===== src/core/dtoei_pkg.sv =====
//
// Purpose: shared constants for the transmit ds3 overhead and error block
// Assumes: one bit per valid cycle, 16-bit register port
// Notes: offsets are the printed register addresses
//
package dtoei_pkg;

  ////////////////////////////////////////////////////////////////////////////
  // register map
  localparam int ADDR_W = 11;
  localparam logic [10:0] ADDR_TX_CTRL = 11'h118;
  localparam logic [10:0] ADDR_TX_EINJ = 11'h11A;
  localparam logic [10:0] ADDR_RSVD_A = 11'h11C;
  localparam logic [10:0] ADDR_RSVD_B = 11'h11E;
  localparam logic [15:0] CTRL_RESET = 16'h0000;
  localparam logic [15:0] EINJ_RESET = 16'h0000;
  // writable bits; all others read as zero
  localparam logic [15:0] CTRL_WMASK = 16'h1C3F;
  localparam logic [15:0] EINJ_WMASK = 16'h0F7F;

  ////////////////////////////////////////////////////////////////////////////
  // tx_framer_control fields
  localparam int CTRL_PGEN = 12;
  localparam int CTRL_IDLE = 11;
  localparam int CTRL_CGD = 10;
  localparam int CTRL_FEBE_VAL = 5;
  localparam int CTRL_FEBE_DEF = 4;
  localparam int CTRL_RDI_VAL = 3;
  localparam int CTRL_RDI_DEF = 2;
  localparam int CTRL_FGD = 1;
  localparam int CTRL_AIS = 0;

  // tx_error_injection fields
  localparam int EINJ_CP_CONT = 11;
  localparam int EINJ_CP_EN = 10;
  localparam int EINJ_FB_CONT = 9;
  localparam int EINJ_FB_EN = 8;
  localparam int EINJ_P_CONT = 6;
  localparam int EINJ_P_EN = 5;
  localparam int EINJ_FT_HI = 4;
  localparam int EINJ_FT_LO = 3;
  localparam int EINJ_FR_EN = 2;
  localparam int EINJ_SINGLE = 1;
  localparam int EINJ_SRC = 0;

  ////////////////////////////////////////////////////////////////////////////
  // frame geometry: 7 subframes of 8 blocks of 85 bits
  localparam logic [6:0] BLOCK_LAST = 7'd84;
  localparam logic [2:0] BLOCK_IDX_LAST = 3'd7;
  localparam logic [2:0] SUB_LAST = 3'd6;
  localparam logic [2:0] SUB_P1 = 3'd2;
  localparam logic [2:0] SUB_P2 = 3'd3;
  localparam logic [2:0] SUB_M1 = 3'd4;
  localparam logic [2:0] SUB_M2 = 3'd5;
  localparam logic [2:0] SUB_CP = 3'd2;
  localparam logic [2:0] SUB_FEBE = 3'd3;
  localparam logic [2:0] SUB_AIC = 3'd0;
  localparam logic [2:0] BLK_C1 = 3'd2;
  localparam logic [2:0] BLK_F1 = 3'd1;
  localparam logic [2:0] BLK_F4 = 3'd7;

  // framing burst lengths, counted in bits of the chosen kind
  localparam logic [3:0] SEF_F_BITS = 4'h3;
  localparam logic [3:0] OOMF_M_BITS = 4'hC;

  typedef enum logic [1:0] {
    DTOEI_FE_FBIT = 2'h0,
    DTOEI_FE_MBIT = 2'h1,
    DTOEI_FE_SEF = 2'h2,
    DTOEI_FE_OOMF = 2'h3
  } dtoei_fe_t;

  typedef enum logic [5:0] {
    DTOEI_OH_NONE = 6'h01,
    DTOEI_OH_X = 6'h02,
    DTOEI_OH_P = 6'h04,
    DTOEI_OH_M = 6'h08,
    DTOEI_OH_F = 6'h10,
    DTOEI_OH_C = 6'h20
  } dtoei_oh_t;

endpackage : dtoei_pkg


===== src/core/dtoei_tx.sv =====
//
// Purpose: transmit ds3 overhead generation, alarm insertion, error insertion
// Assumes: one line bit per cycle with in_valid high, in_frame_start on X1
// Notes: output is one cycle behind the input
`timescale 1ns/1ps
module dtoei_tx (
  input wire logic clock,
  input wire logic rst,
  input wire logic [10:0] reg_addr,
  input wire logic [15:0] reg_wdata,
  input wire logic reg_wr,
  input wire logic reg_rd,
  output logic [15:0] reg_rdata,
  input wire logic cbit_mode,
  input wire logic manual_err_input,
  input wire logic rx_alarm,
  input wire logic rx_block_err,
  input wire logic in_bit,
  input wire logic in_valid,
  input wire logic in_frame_start,
  output logic out_bit,
  output logic out_valid,
  output logic out_overhead
);

  ////////////////////////////////////////////////////////////////////////////
  // registers
  logic [15:0] ctrl_reg, ctrl_next;
  logic [15:0] einj_reg, einj_next;
  logic [15:0] rdata_reg, rdata_next;

  always_comb begin
    ctrl_next = ctrl_reg;
    einj_next = einj_reg;
    rdata_next = rdata_reg;
    if (reg_wr && reg_addr == dtoei_pkg::ADDR_TX_CTRL) begin
      ctrl_next = reg_wdata & dtoei_pkg::CTRL_WMASK;
    end
    if (reg_wr && reg_addr == dtoei_pkg::ADDR_TX_EINJ) begin
      einj_next = reg_wdata & dtoei_pkg::EINJ_WMASK;
    end
    if (reg_rd) begin
      case (reg_addr)
        dtoei_pkg::ADDR_TX_CTRL: rdata_next = ctrl_reg;
        dtoei_pkg::ADDR_TX_EINJ: rdata_next = einj_reg;
        default: rdata_next = 16'h0000;
      endcase
    end
  end

  always_ff @(posedge clock) begin
    if (rst) begin
      ctrl_reg <= dtoei_pkg::CTRL_RESET;
      einj_reg <= dtoei_pkg::EINJ_RESET;
      rdata_reg <= 16'h0000;
    end else begin
      ctrl_reg <= ctrl_next;
      einj_reg <= einj_next;
      rdata_reg <= rdata_next;
    end
  end

  assign reg_rdata = rdata_reg;

  ////////////////////////////////////////////////////////////////////////////
  // manual pin synchroniser and trigger edge
  logic man_meta_reg, man_sync_reg, trig_prev_reg;
  logic trig_src, trig_edge;

  // changing the select while a source is high makes a false edge
  assign trig_src = einj_reg[dtoei_pkg::EINJ_SRC] ? man_sync_reg :
                    einj_reg[dtoei_pkg::EINJ_SINGLE];
  assign trig_edge = trig_src && !trig_prev_reg;

  always_ff @(posedge clock) begin
    if (rst) begin
      man_meta_reg <= 1'b0;
      man_sync_reg <= 1'b0;
      trig_prev_reg <= 1'b0;
    end else begin
      man_meta_reg <= manual_err_input;
      man_sync_reg <= man_meta_reg;
      trig_prev_reg <= trig_src;
    end
  end

  ////////////////////////////////////////////////////////////////////////////
  // frame position
  logic [6:0] bit_cnt_reg, bit_cnt_next, cur_bit;
  logic [2:0] blk_cnt_reg, blk_cnt_next, cur_blk;
  logic [2:0] sub_cnt_reg, sub_cnt_next, cur_sub;
  dtoei_pkg::dtoei_oh_t kind;

  function automatic dtoei_pkg::dtoei_oh_t oh_kind(
    input logic [6:0] b, input logic [2:0] k, input logic [2:0] s);
    if (b != 7'd0) begin
      oh_kind = dtoei_pkg::DTOEI_OH_NONE;
    end else if (k[0]) begin
      oh_kind = dtoei_pkg::DTOEI_OH_F;
    end else if (k != 3'd0) begin
      oh_kind = dtoei_pkg::DTOEI_OH_C;
    end else if (s < dtoei_pkg::SUB_P1) begin
      oh_kind = dtoei_pkg::DTOEI_OH_X;
    end else if (s < dtoei_pkg::SUB_M1) begin
      oh_kind = dtoei_pkg::DTOEI_OH_P;
    end else begin
      oh_kind = dtoei_pkg::DTOEI_OH_M;
    end
  endfunction : oh_kind

  function automatic logic at_pos(
    input logic [6:0] b, input logic [2:0] k, input logic [2:0] s,
    input logic [2:0] want_k, input logic [2:0] want_s);
    at_pos = (b == 7'd0) && (k == want_k) && (s == want_s);
  endfunction : at_pos

  assign cur_bit = in_frame_start ? 7'd0 : bit_cnt_reg;
  assign cur_blk = in_frame_start ? 3'd0 : blk_cnt_reg;
  assign cur_sub = in_frame_start ? 3'd0 : sub_cnt_reg;
  assign kind = oh_kind(cur_bit, cur_blk, cur_sub);

  always_comb begin
    bit_cnt_next = bit_cnt_reg;
    blk_cnt_next = blk_cnt_reg;
    sub_cnt_next = sub_cnt_reg;
    if (in_valid) begin
      bit_cnt_next = cur_bit + 7'd1;
      blk_cnt_next = cur_blk;
      sub_cnt_next = cur_sub;
      if (cur_bit == dtoei_pkg::BLOCK_LAST) begin
        bit_cnt_next = 7'd0;
        blk_cnt_next = cur_blk + 3'd1;
        if (cur_blk == dtoei_pkg::BLOCK_IDX_LAST) begin
          sub_cnt_next = (cur_sub == dtoei_pkg::SUB_LAST) ? 3'd0 :
                         cur_sub + 3'd1;
        end
      end
    end
  end

  always_ff @(posedge clock) begin
    if (rst) begin
      bit_cnt_reg <= 7'd0;
      blk_cnt_reg <= 3'd0;
      sub_cnt_reg <= 3'd0;
    end else begin
      bit_cnt_reg <= bit_cnt_next;
      blk_cnt_reg <= blk_cnt_next;
      sub_cnt_reg <= sub_cnt_next;
    end
  end

  ////////////////////////////////////////////////////////////////////////////
  // error arming
  logic frame_pos, p_opp, cp_opp, fb_opp, fr_opp;
  logic p_fire, cp_fire, fb_fire, fr_fire;
  logic fr_m_kind, fr_busy;
  dtoei_pkg::dtoei_fe_t fe_type;

  assign fe_type = dtoei_pkg::dtoei_fe_t'(
    einj_reg[dtoei_pkg::EINJ_FT_HI:dtoei_pkg::EINJ_FT_LO]);
  assign frame_pos = in_valid && cur_bit == 7'd0 && cur_blk == 3'd0 &&
                     cur_sub == 3'd0;
  // p, cp, fb opportunities are the first bit of their group; framing takes the next F or M bit
  assign p_opp = in_valid && at_pos(cur_bit, cur_blk, cur_sub, 3'd0,
                                    dtoei_pkg::SUB_P1);
  assign cp_opp = in_valid && cbit_mode && at_pos(cur_bit, cur_blk, cur_sub,
                  dtoei_pkg::BLK_C1, dtoei_pkg::SUB_CP);
  assign fb_opp = in_valid && cbit_mode && at_pos(cur_bit, cur_blk, cur_sub,
                  dtoei_pkg::BLK_C1, dtoei_pkg::SUB_FEBE);
  // burst kind from the type field
  assign fr_m_kind = fe_type == dtoei_pkg::DTOEI_FE_MBIT ||
                     fe_type == dtoei_pkg::DTOEI_FE_OOMF;
  assign fr_opp = in_valid && !fr_busy &&
                  (fr_m_kind ? kind == dtoei_pkg::DTOEI_OH_M :
                               kind == dtoei_pkg::DTOEI_OH_F);

  dtoei_err_arm u_arm_p (
    .clock(clock), .rst(rst),
    .enable(einj_reg[dtoei_pkg::EINJ_P_EN]),
    .continuous(einj_reg[dtoei_pkg::EINJ_P_CONT]),
    .trigger(trig_edge), .opportunity(p_opp), .fire(p_fire));
  dtoei_err_arm u_arm_cp (
    .clock(clock), .rst(rst),
    .enable(einj_reg[dtoei_pkg::EINJ_CP_EN]),
    .continuous(einj_reg[dtoei_pkg::EINJ_CP_CONT]),
    .trigger(trig_edge), .opportunity(cp_opp), .fire(cp_fire));
  dtoei_err_arm u_arm_fb (
    .clock(clock), .rst(rst),
    .enable(einj_reg[dtoei_pkg::EINJ_FB_EN]),
    .continuous(einj_reg[dtoei_pkg::EINJ_FB_CONT]),
    .trigger(trig_edge), .opportunity(fb_opp), .fire(fb_fire));
  // framing errors; continuous has no bit, so single only
  dtoei_err_arm u_arm_fr (
    .clock(clock), .rst(rst),
    .enable(einj_reg[dtoei_pkg::EINJ_FR_EN]),
    .continuous(1'b0),
    .trigger(trig_edge), .opportunity(fr_opp), .fire(fr_fire));

  ////////////////////////////////////////////////////////////////////////////
  // datapath
  logic [2:0] frame_err_reg, frame_err_next; // p, cp, fb held for the frame
  logic [3:0] fr_left_reg, fr_left_next;
  logic fr_m_reg, fr_m_next;
  logic par_acc_reg, par_acc_next, par_prev_reg, par_prev_next;
  logic febe_pend_reg, febe_pend_next, febe_now_reg, febe_now_next;
  logic out_bit_next;
  logic ctl_fgd, ctl_pgen, ctl_cgd, ctl_ais, ctl_idle;

  assign fr_busy = fr_left_reg != 4'h0;
  assign ctl_fgd = ctrl_reg[dtoei_pkg::CTRL_FGD];
  assign ctl_pgen = ctrl_reg[dtoei_pkg::CTRL_PGEN];
  assign ctl_cgd = ctrl_reg[dtoei_pkg::CTRL_CGD];
  assign ctl_ais = ctrl_reg[dtoei_pkg::CTRL_AIS];
  assign ctl_idle = ctrl_reg[dtoei_pkg::CTRL_IDLE];

  always_comb begin
    logic v;
    logic [6:0] idx;
    logic fr_hit, c41;
    v = in_bit;
    idx = cur_bit - 7'd1;
    c41 = at_pos(cur_bit, cur_blk, cur_sub, dtoei_pkg::BLK_C1,
                 dtoei_pkg::SUB_FEBE);
    fr_hit = fr_busy && (fr_m_reg ? kind == dtoei_pkg::DTOEI_OH_M :
                                    kind == dtoei_pkg::DTOEI_OH_F);
    frame_err_next = frame_pos ? 3'h0 : frame_err_reg;
    frame_err_next = frame_err_next | {p_fire, cp_fire, fb_fire};
    fr_left_next = fr_left_reg;
    fr_m_next = fr_m_reg;
    // receive errors set, C41 consumes; set wins
    febe_pend_next = (febe_pend_reg && !(in_valid && c41)) || rx_block_err;
    febe_now_next = (in_valid && c41) ? febe_pend_reg : febe_now_reg;
    case (kind)
      dtoei_pkg::DTOEI_OH_X: begin
        if (!ctl_fgd) begin
          v = ctrl_reg[dtoei_pkg::CTRL_RDI_DEF] ?
              !ctrl_reg[dtoei_pkg::CTRL_RDI_VAL] : !rx_alarm;
        end
      end
      dtoei_pkg::DTOEI_OH_P: begin
        if (!ctl_fgd || ctl_pgen) begin
          v = par_prev_reg;
        end
        // invert both P-bits of the frame
        if (p_fire || frame_err_reg[2]) begin
          v = !v;
        end
      end
      dtoei_pkg::DTOEI_OH_M: begin
        if (!ctl_fgd) begin
          v = cur_sub == dtoei_pkg::SUB_M2;
        end
      end
      dtoei_pkg::DTOEI_OH_F: begin
        if (!ctl_fgd) begin
          v = cur_blk == dtoei_pkg::BLK_F1 || cur_blk == dtoei_pkg::BLK_F4;
        end
      end
      dtoei_pkg::DTOEI_OH_C: begin
        // pass-through when frame generation is off
        if (!ctl_fgd && cbit_mode) begin
          if (cur_sub == dtoei_pkg::SUB_CP) begin
            v = par_prev_reg ^ (cp_fire || frame_err_reg[1]);
          end else if (cur_sub == dtoei_pkg::SUB_FEBE) begin
            v = ctrl_reg[dtoei_pkg::CTRL_FEBE_DEF] ?
                !ctrl_reg[dtoei_pkg::CTRL_FEBE_VAL] :
                !(c41 ? febe_pend_reg : febe_now_reg);
            if (fb_fire || frame_err_reg[0]) begin
              v = 1'b0;
            end
          end else begin
            v = 1'b1;
          end
        end else if (!ctl_fgd && !ctl_cgd) begin
          v = 1'b0;
        end
      end
      default: begin
        if (ctl_ais) begin
          v = !cur_bit[0];
        end else if (ctl_idle) begin
          v = !idx[1];
        end
      end
    endcase
    // framing burst: first bit on fire, rest on later matches
    if (fr_fire) begin
      v = !v;
      fr_m_next = fr_m_kind;
      case (fe_type)
        dtoei_pkg::DTOEI_FE_SEF: fr_left_next = dtoei_pkg::SEF_F_BITS - 4'h1;
        dtoei_pkg::DTOEI_FE_OOMF: fr_left_next = dtoei_pkg::OOMF_M_BITS - 4'h1;
        default: fr_left_next = 4'h0;
      endcase
    end else if (in_valid && fr_hit) begin
      v = !v;
      fr_left_next = fr_left_reg - 4'h1;
    end
    // running parity over transmitted payload bits
    par_acc_next = par_acc_reg;
    par_prev_next = par_prev_reg;
    if (frame_pos) begin
      par_prev_next = par_acc_reg;
      par_acc_next = 1'b0;
    end else if (in_valid && kind == dtoei_pkg::DTOEI_OH_NONE) begin
      par_acc_next = par_acc_reg ^ v;
    end
    out_bit_next = in_valid ? v : out_bit;
  end

  always_ff @(posedge clock) begin
    if (rst) begin
      frame_err_reg <= 3'h0;
      fr_left_reg <= 4'h0;
      fr_m_reg <= 1'b0;
      par_acc_reg <= 1'b0;
      par_prev_reg <= 1'b0;
      febe_pend_reg <= 1'b0;
      febe_now_reg <= 1'b0;
      out_bit <= 1'b0;
      out_valid <= 1'b0;
      out_overhead <= 1'b0;
    end else begin
      frame_err_reg <= frame_err_next;
      fr_left_reg <= fr_left_next;
      fr_m_reg <= fr_m_next;
      par_acc_reg <= par_acc_next;
      par_prev_reg <= par_prev_next;
      febe_pend_reg <= febe_pend_next;
      febe_now_reg <= febe_now_next;
      out_bit <= out_bit_next;
      out_valid <= in_valid;
      out_overhead <= in_valid && kind != dtoei_pkg::DTOEI_OH_NONE;
    end
  end
endmodule : dtoei_tx


===== src/core/dtoei_err_arm.sv =====
//
// Purpose: arms one error type and fires it at its next opportunity
// Assumes: trigger is a one-cycle rising-edge pulse
// Notes: several triggers before an opportunity collapse into one error
//
`timescale 1ns/1ps
module dtoei_err_arm (
  input wire logic clock,
  input wire logic rst,
  input wire logic enable,
  input wire logic continuous,
  input wire logic trigger,
  input wire logic opportunity,
  output logic fire
);

  logic pending_reg;
  logic pending_next;

  ////////////////////////////////////////////////////////////////////////////
  // single pending flag
  // a new trigger in the consuming cycle keeps the flag: set wins
  always_comb begin
    if (!enable || continuous) begin
      pending_next = 1'b0;
    end else if (trigger) begin
      pending_next = 1'b1;
    end else if (opportunity) begin
      pending_next = 1'b0;
    end else begin
      pending_next = pending_reg;
    end
  end

  always_ff @(posedge clock) begin
    if (rst) begin
      pending_reg <= 1'b0;
    end else begin
      pending_reg <= pending_next;
    end
  end

  assign fire = enable && opportunity && (continuous || pending_reg);
endmodule : dtoei_err_arm


===== config.mk =====
export PLATFORM = sky130hd
export DESIGN_NAME = dtoei_tx
export DESIGN_NICKNAME = d
export VERILOG_FILES = /design/src/core/dtoei_pkg.sv /design/src/core/dtoei_tx.sv /design/src/core/dtoei_err_arm.sv
export SDC_FILE = /design/constraint.sdc
export NUM_CORES = 1
export LEC_CHECK = 0
export BUFFER_PORTS_ARGS = -buffer_cell sky130_fd_sc_hd__clkbuf_2
export CORE_UTILIZATION = 55
export DETAILED_ROUTE_END_ITERATION = 12
export PLACE_DENSITY = 0.87
export SETUP_SLACK_MARGIN = 0.4
export SKIP_CTS_REPAIR_TIMING = 1
export SYNTH_ARGS = -nofsm -noshare
export SYNTH_HDL_FRONTEND = slang
export SYNTH_HIERARCHICAL = 1
export SYNTH_SLANG_ARGS = --single-unit

===== constraint.sdc =====
create_clock -name clock -period 3.71 [get_ports clock]
set_input_delay 0.371 -clock clock [delete_from_list [all_inputs] [get_ports clock]]
set_output_delay 0.371 -clock clock [all_outputs]
set_load 0.02 [all_outputs]

==> results of run 1 <==
==> stage by stage <==
step | hold slack, ns | cells
final | 0.232 | 534
after global routing | 0.246 | 534
after CTS | 0.225 | 534
after detailed placement | 0.428 | 518
after global placement | 0.446 | 518
after floorplan | 0.414 | 417
==> worst reg2reg max path, cell delays in order (launching register included) <==
cell      delay, ns
dfxtp_1        0.39
nand2b_1       0.19
ha_1           0.26
and3b_2        0.25
nand2_1        0.07
mux2_2         0.26
nor4_1         0.40
o211a_1        0.38
xnor2_1        0.12
nor3_1         0.26
xnor2_1        0.17
nor3_1         0.06
==> layer usage <==
layer | vias up | part of all wire
li1 | 1520 | -
met1 | 1498 | 0.41
met2 | 97 | 0.51
met3 | 19 | 0.058
met4 | 0 | 0.023
met5 | - | 0
==> cell families after synthesis <==
kind of cell    Yosys count
mux                      30
buf+inv                  40
compound gates           84
fa+ha+maj                10
other cells               1
flops                    67
simple gates            176
xor+xnor                  4
==> worst min-delay path by stage <==
stage                                          end  cells past startpoint               startpoint
after floorplan            man_sync_reg$_SDFF_PP0_                      1  man_meta_reg$_SDFF_PP0_
after global placement     man_sync_reg$_SDFF_PP0_                      1  man_meta_reg$_SDFF_PP0_
after detailed placement   man_sync_reg$_SDFF_PP0_                      1  man_meta_reg$_SDFF_PP0_
after CTS                 febe_pend_reg$_SDFF_PP0_                      3             rx_block_err
after global routing      febe_pend_reg$_SDFF_PP0_                      3             rx_block_err
final                     febe_pend_reg$_SDFF_PP0_                      3             rx_block_err
==> area by class of cell <==
type                            instances  area (um2)  area share
Multi-Input combinational cell        310        1950       0.501
Sequential cell                        67        1340       0.344
Timing Repair Buffer                   50         255      0.0655
Clock buffer                           12         145      0.0373
Tap cell                               75        93.8      0.0241
Inverter                               16        60.1      0.0154
Clock inverter                          4        50.0      0.0128
==> power by group through the flow <==
stage               clock, uW  sequential (uW)  combinational (uW)
detailed placement          0              743                85.5
global placement            0              743                83.6
floorplan                   0              745                58.8
global route              641              727                95.5
finish                    608              727                87.0
CTS                       616              727                86.1
==> Yosys cell counts, types with 9 or more instances <==
master and number:
o21ai_0 15, ha_1 10, nand2_1 37, a21oi_1 41, o211a_1 9, mux2_2 9, nand2b_1 11, clkbuf_1 12
inv_1 16, mux2i_1 21, dfxtp_1 67, nor2_1 44, nor2b_1 15, nand3_1 27
==> layout by cell type (no fill, tap or decap), drive strengths merged, types with 4 or more instances in the layout <==
master / count
a21oi: 41
and3: 6
clkbuf: 60
conb: 6
dfxtp: 67
ha: 10
inv: 16
mux2: 9
mux2i: 21
nand2: 37
nand2b: 11
nand3: 27
nand3b: 4
nor2: 44
nor2b: 15
nor3: 5
nor4b: 4
o211a: 9
o21ai: 15
==> results.toml, run 1 <==
[logic_synthesis]
synth_xor_xnor_area_share = 0.00997
synth.avg_cell_area_um2 = 8.53
synth_edf_count = 0
synth-adder-area-share = 0.0356
muxShareOfSynthArea = 0.0886
ys_seq_elements = 67
ys_warn_count = 6
synth_top_family_by_area = "simple AND/OR/NAND/NOR gates"
syn-instance-count = 412
synth_top_area_share = 0.382
ys_types = 57
yosysSeqAreaShare = 0.382
synth_compound_gate_area_share = 0.155
synth_ff_type = "dfxtp_1"
synth_area_leader_cell = "dfxtp_1"
synthSimpleGateAreaFrac = 0.260
synth.area.top_cells = "dfxtp_1, mux2i_1, a21oi_1"
syn_area_mm2 = 0.00351
synth-async-reset-ratio = 0

[clock_tree]
htree_levels = 3
clock_sinks = 67
clk_pin_slew_ns = 0.07
numCtsBuffers = 9
clk-insertion-delay-late_ns = 0.35
clockBufferDepth = 2
cts_tree = "built"
cts_root_buffer = "clkbuf_8"

[pwr]
p_seq_frac = 0.511
p_comb_frac = 0.061
p_int_uw = 1080
power_uw = 1420
p_leak_uw = 0.00176
powerDensity_mw_per_mm2 = 365
clkPwrFrac = 0.428
vdd_ir_drop_max_uv = 270
switching_share = 0.239
p_switching_uw = 339

[finish]
final_nets = 502
finalInstanceArea_mm2 = 0.00390
nFillCells = 500
syn_to_final_growth_pct = 10.9
final_util = 0.647
largest_reg_flops = 12
antenna_cells = 0
drive_above_1_share = 0.183

[global_routing]
grt_pass1_wl_um = 13000
grt-ovfl-total = 0
met2_usage = 0.427
globalRouteTotalUtil = 0.257
top_usage_layer = "met2"
grt_pass1_vias = 2892
grtUsageMet1 = 0.304
grt_max_degree = 49
gr-usage-met3 = 0.0711
grt_antenna_before_repair = 0

[floorplanning]
die_h_um = 81.9
rows = 28
die-area_mm2 = 0.00671
initial_core_util = 0.583
die_w_um = 81.9
core_mm2 = 0.00603
ios = 57

[sta]
finalSetupViolCount = 0
fin_crit_ns = 3.03
relSlewSlack = 0.390
fin_tns_setup_ns = 0
finalHoldViolCount = 0
fmax_ghz = 0.330
rsz0062_at_grt = "false"
setup_slack_ns = 0.682
clock_skew_ns = 0.00954
fin_crit_sh = 0.816
tightest_slew_ns = 0.915
final_max_slew_viol_count = 0

[setup_path]
critPathMaxFanout = 15
path_buf_inv = 2
worst_setup_path_end_kind = "flip-flop"
r2r_start = "blk_cnt_reg[0]$_SDFFE_PP0P_"
required_ns = 3.95
crit_start = "in_frame_start"
crit_family = "compound AO/OA/AOI/OAI gates"
reg2reg_depth = 11
crit_path_max_incr_delay_ns = 0.41
slowest_stage = "or3_2"
crit_type = "input pin to flip-flop"
reg2reg_to = "par_acc_reg$_SDFFE_PP0P_"
worstSetupEndpoint = "out_bit$_SDFFE_PP0P_"
cp.depth = 15
cp.arrival_ns = 3.26
cp-start-kind = "input pin"
r2r_slack_ns = 0.78
crit_chain = "clkbuf_2, inv_1, nand2_1, ha_1, o211a_1, and2_1, nand2_1, nor2_1, o211a_1, or3_2, a211o_1, nand3_1, a21oi_1, o31a_1, o31a_1"

[status]
status = "completed"

[detailed_routing]
wire_per_inst_um = 15.1
ant_nets = 0
via_count = 3134
totalWireLength_um = 8050
drc_errors = 0
firstDrtPassIters = 4
drtIter0Drc = 222
viasPerCell = 5.87

[placed_design]
placed_cell_area_mm2 = 0.00370
dp_hpwl_um = 5750
place_congestion = 0.868
place_ws_ns = 0.370
io_buffers = 48

[min_path]
hp-class = "input pin to flip-flop"

[run]
cap_violations = 0
(Power assumes the default switching activity.)
==> run 2, diff against run 1 <==
clock period = 2.8 ns   (was 3.71 ns; I/O delays follow)
==> results.toml, run 2 (same netlist as run 1, synthesis figures left out) <==
[setup_path]
cp-start-kind = "flip-flop"
crit_path_max_incr_delay_ns = 0.36
crit_type = "flip-flop to flip-flop"
path_buf_inv = 0
crit_family = "compound AO/OA/AOI/OAI gates"
worst_setup_path_end_kind = "flip-flop"
cp.arrival_ns = 2.80
required_ns = 3.05
slowest_stage = "dfxtp_4"
critPathMaxFanout = 3
crit_chain = "or2b_4, o211a_1, and2_4, nand2_4, nor2_4, o211a_1, or3_4, a211o_1, nand3_2, a21oi_2, o31a_1, o31a_1"

[run]
cap_violations = 0

[clock_tree]
htree_levels = 3
cts_root_buffer = "clkbuf_8"
numCtsBuffers = 9
clockBufferDepth = 2
clock_sinks = 67
clk-insertion-delay-late_ns = 0.36
clk_pin_slew_ns = 0.08
cts_tree = "built"

[floorplanning]
core_mm2 = 0.00603
rows = 28
initial_core_util = 0.583
die_w_um = 81.9
die-area_mm2 = 0.00671
ios = 57
die_h_um = 81.9

[detailed_routing]
via_count = 3238
ant_nets = 0
drc_errors = 0
viasPerCell = 5.82
totalWireLength_um = 8990
firstDrtPassIters = 5
drtIter0Drc = 212
wire_per_inst_um = 16.2

[sta]
fin_tns_setup_ns = 0
relSlewSlack = 0.473
final_max_slew_viol_count = 0
finalHoldViolCount = 0
rsz0062_at_grt = "true"
clock_skew_ns = 0.00971
finalSetupViolCount = 0
fin_crit_sh = 0.911
fmax_ghz = 0.392
fin_crit_ns = 2.55
tightest_slew_ns = 0.790

[global_routing]
globalRouteTotalUtil = 0.270
grt_max_degree = 38
grt_pass1_wl_um = 13400
grt_pass1_vias = 2947
grt-ovfl-total = 0
grt_antenna_before_repair = 0

[placed_design]
dp_hpwl_um = 6130
dp.cells = 534
io_buffers = 48
placed_cell_area_mm2 = 0.00389
place_congestion = 0.923

[finish]
drive_above_1_share = 0.287
final_nets = 524
layout_commonest_cell = "dfxtp_1"
finalInstanceArea_mm2 = 0.00432
register_area_mm2 = 0.00136
largest_reg_flops = 12
antenna_cells = 0
multi_input_area_mm2 = 0.00211
finalNonFillerCells = 556
nFillCells = 412
syn_to_final_growth_pct = 23.0
final_cell_mix = "dfxtp_1, clkbuf_2, nor2_1, a21oi_1, nand2_1"

[pwr]
vdd_ir_drop_max_uv = 641
powerDensity_mw_per_mm2 = 510
p_leak_uw = 0.00197

[min_path]
hp-class = "input pin to flip-flop"

[status]
status = "completed"
[run 2: cell count changes in the layout (fill, tap and decap cells not counted), sizes merged]
| cell | previous run | this run |
|---|---|---|
| clkbuf | 60 | 57 |
| clkinv | 1 | 0 |
| clkinvlp | 2 | 1 |
| bufinv | 1 | 4 |
| buf | 2 | 24 |
| inv | 16 | 18 |
[run 2: layer usage]
| metal | global-route usage | vias to the layer above | share of wire |
|---|---|---|---|
| met5 | 0 | - | 0 |
| li1 | - | 1567 | - |
| met2 | 0.442 | 129 | 0.51 |
| met1 | 0.325 | 1523 | 0.41 |
| met4 | 0.105 | 0 | 0.023 |
| met3 | 0.0889 | 19 | 0.065 |
[run 2: path summary, 6_finish.rpt]
path / from / cells after the start / slack [ns] / endpoint
worst max-delay path: bit_cnt_reg[5]$_SDFFE_PP0P_ / 12 / 0.25 / out_bit$_SDFFE_PP0P_
worst min-delay path: manual_err_input / 2 / 0.14 / man_meta_reg$_SDFF_PP0_
worst max register to register: bit_cnt_reg[5]$_SDFFE_PP0P_ / 12 / 0.25 / out_bit$_SDFFE_PP0P_
worst min register to register: man_meta_reg$_SDFF_PP0_ / 1 / 0.45 / man_sync_reg$_SDFF_PP0_
[run 2: layout make-up]
type | count | area share
Clock buffer | 9 | 0.0286
Clock inverter | 7 | 0.0339
Inverter | 16 | 0.0148
Multi-Input combinational cell | 310 | 0.489
Sequential cell | 67 | 0.315
Tap cell | 75 | 0.0217
Timing Repair Buffer | 72 | 0.0972
[run 2: report_power, final]
part	switching [uW]	total (uW)	internal, uW
logic	87.2	141	54.1
clock network	414	1100	691
registers	4.65	961	956
[run 2: per-stage QoR]
stage | setup WS, ns | utilization | power, uW | hold slack, ns
finish | 0.249 | 0.718 | 2210 | 0.140
global route | 0.178 | 0.718 | 2270 | 0.155
CTS | 0.128 | 0.691 | 2210 | 0.141
detailed placement | -0.0192 | 0.646 | 1120 | 0.422
global placement | 0.0613 | 0.646 | 1110 | 0.423
floorplan | 0.339 | - | 1070 | 0.408
==> run 3, diff against run 2 <==
REMOVE_ABC_BUFFERS = 1   (was default)
==> results.toml, run 3 (same netlist as run 1, synthesis figures left out) <==
[global_routing]
top_usage_layer = "met2"
grt_antenna_before_repair = 0
grtUsageMet1 = 0.331
grt-ovfl-total = 0
grt_max_degree = 44
globalRouteTotalUtil = 0.264
met2_usage = 0.431
grt_pass1_wl_um = 13300
gr-usage-met3 = 0.0378
grt_pass1_vias = 2942

[finish]
final_util = 0.701
final_nets = 530
largest_reg_flops = 12
nFillCells = 456
syn_to_final_growth_pct = 20.3
drive_above_1_share = 0.282
antenna_cells = 0
finalNonFillerCells = 561
layout_commonest_cell = "dfxtp_1"
final_cell_mix = "dfxtp_1, clkbuf_2, nor2_1, a21oi_1, nand2_1"

[floorplanning]
rows = 28
ios = 57
core_mm2 = 0.00603
die_h_um = 81.9
die-area_mm2 = 0.00671
initial_core_util = 0.583
die_w_um = 81.9

[pwr]
p_leak_uw = 0.00193
powerDensity_mw_per_mm2 = 443
vdd_ir_drop_max_uv = 336

[status]
status = "completed"

[sta]
relSlewSlack = 0.437
whs_ns = 0.134
finalHoldViolCount = 0
fin_crit_sh = 0.949
tightest_slew_ns = 0.845
final_max_slew_viol_count = 0
fmax_ghz = 0.376
clock_skew_ns = 0.00816
fin_tns_setup_ns = 0
finalSetupViolCount = 0
fin_crit_ns = 2.66
rsz0062_at_grt = "true"

[setup_path]
reg2reg_depth = 13
critPathMaxFanout = 4
cp.arrival_ns = 2.89
r2r_slack_ns = 0.14
r2r_start = "bit_cnt_reg[2]$_SDFFE_PP0P_"
crit_type = "flip-flop to flip-flop"
cp-start-kind = "flip-flop"
reg2reg_to = "out_bit$_SDFFE_PP0P_"
worst_setup_path_end_kind = "flip-flop"
required_ns = 3.04

[clock_tree]
clockBufferDepth = 2
numCtsBuffers = 9
clk-insertion-delay-late_ns = 0.35
cts_tree = "built"
cts_root_buffer = "clkbuf_8"
clock_sinks = 67
clk_pin_slew_ns = 0.07
htree_levels = 3

[detailed_routing]
ant_nets = 0
via_count = 3284
drtIter0Drc = 254
viasPerCell = 5.85
wire_per_inst_um = 15.7
drc_errors = 0
totalWireLength_um = 8800
firstDrtPassIters = 6

[min_path]
hp-class = "input pin to flip-flop"
hold_path.startpoint = "manual_err_input"
worstHoldPathCells = 2
worstHoldEndpoint = "man_meta_reg$_SDFF_PP0_"

[placed_design]
dp.cells = 543
dp_hpwl_um = 6140
io_buffers = 48
place_congestion = 0.888

[run]
cap_violations = 0
[run 3: layout make-up]
class,instances,area [um2],share of cell area
Multi-Input combinational cell,310,2060,0.486
Clock buffer,10,128,0.0302
Tap cell,75,93.8,0.0222
Clock inverter,5,55.1,0.0130
Sequential cell,67,1360,0.321
Inverter,16,60.1,0.0142
Timing Repair Buffer,78,478,0.113
[run 3: through the flow]
| step | cell area (um2) | worst slack, ns | total power (uW) |
|---|---|---|---|
| 6_report | 4230 | 0.143 | 1870 |
| 5_1_grt | 4230 | 0.0353 | 1930 |
| 4_1_cts | 4080 | 0.0648 | 1860 |
| 3_5_place_dp | 3900 | -0.0828 | 1110 |
| 3_3_place_gp | 3900 | -0.00257 | 1110 |
| 2_1_floorplan | 3350 | 0.105 | 1030 |
[run 3: power by group]
part           switching (uW)  internal, uW  total [uW]
Sequential               3.68           958         961
Clock                     367           403         770
Combinational            84.7          54.2         139
Total                     455          1410        1870
[run 3: worst max-delay path, cell delays in order (launching register included)]
cell,delay (ns)
dfxtp_4,0.37
nor4_4,0.31
o211a_1,0.24
and2_4,0.18
nand2_4,0.06
nor2_4,0.10
o211a_1,0.17
buf_4,0.11
o21ai_0,0.07
a211o_1,0.32
nand3_2,0.07
a21oi_2,0.05
o31a_1,0.29
o31a_1,0.23
[run 3: how the worst max path moves through the flow]
stage / cells after the start / slack [ns] / startpoint / endpoint
global placement: 15 / -0.003 / in_frame_start / out_bit$_SDFFE_PP0P_
global route: 13 / 0.04 / bit_cnt_reg[2]$_SDFFE_PP0P_ / out_bit$_SDFFE_PP0P_
CTS: 12 / 0.06 / bit_cnt_reg[5]$_SDFFE_PP0P_ / out_bit$_SDFFE_PP0P_
detailed placement: 15 / -0.08 / in_frame_start / out_bit$_SDFFE_PP0P_
floorplan: 14 / 0.10 / in_frame_start / out_bit$_SDFFE_PP0P_
finish: 13 / 0.14 / bit_cnt_reg[2]$_SDFFE_PP0P_ / out_bit$_SDFFE_PP0P_
[run 3: metal layers]
metal / wire (um) / part of all wire
met5: 0 / 0
met4: 257 / 0.029
met3: 497 / 0.056
met2: 4370 / 0.50
met1: 3670 / 0.42
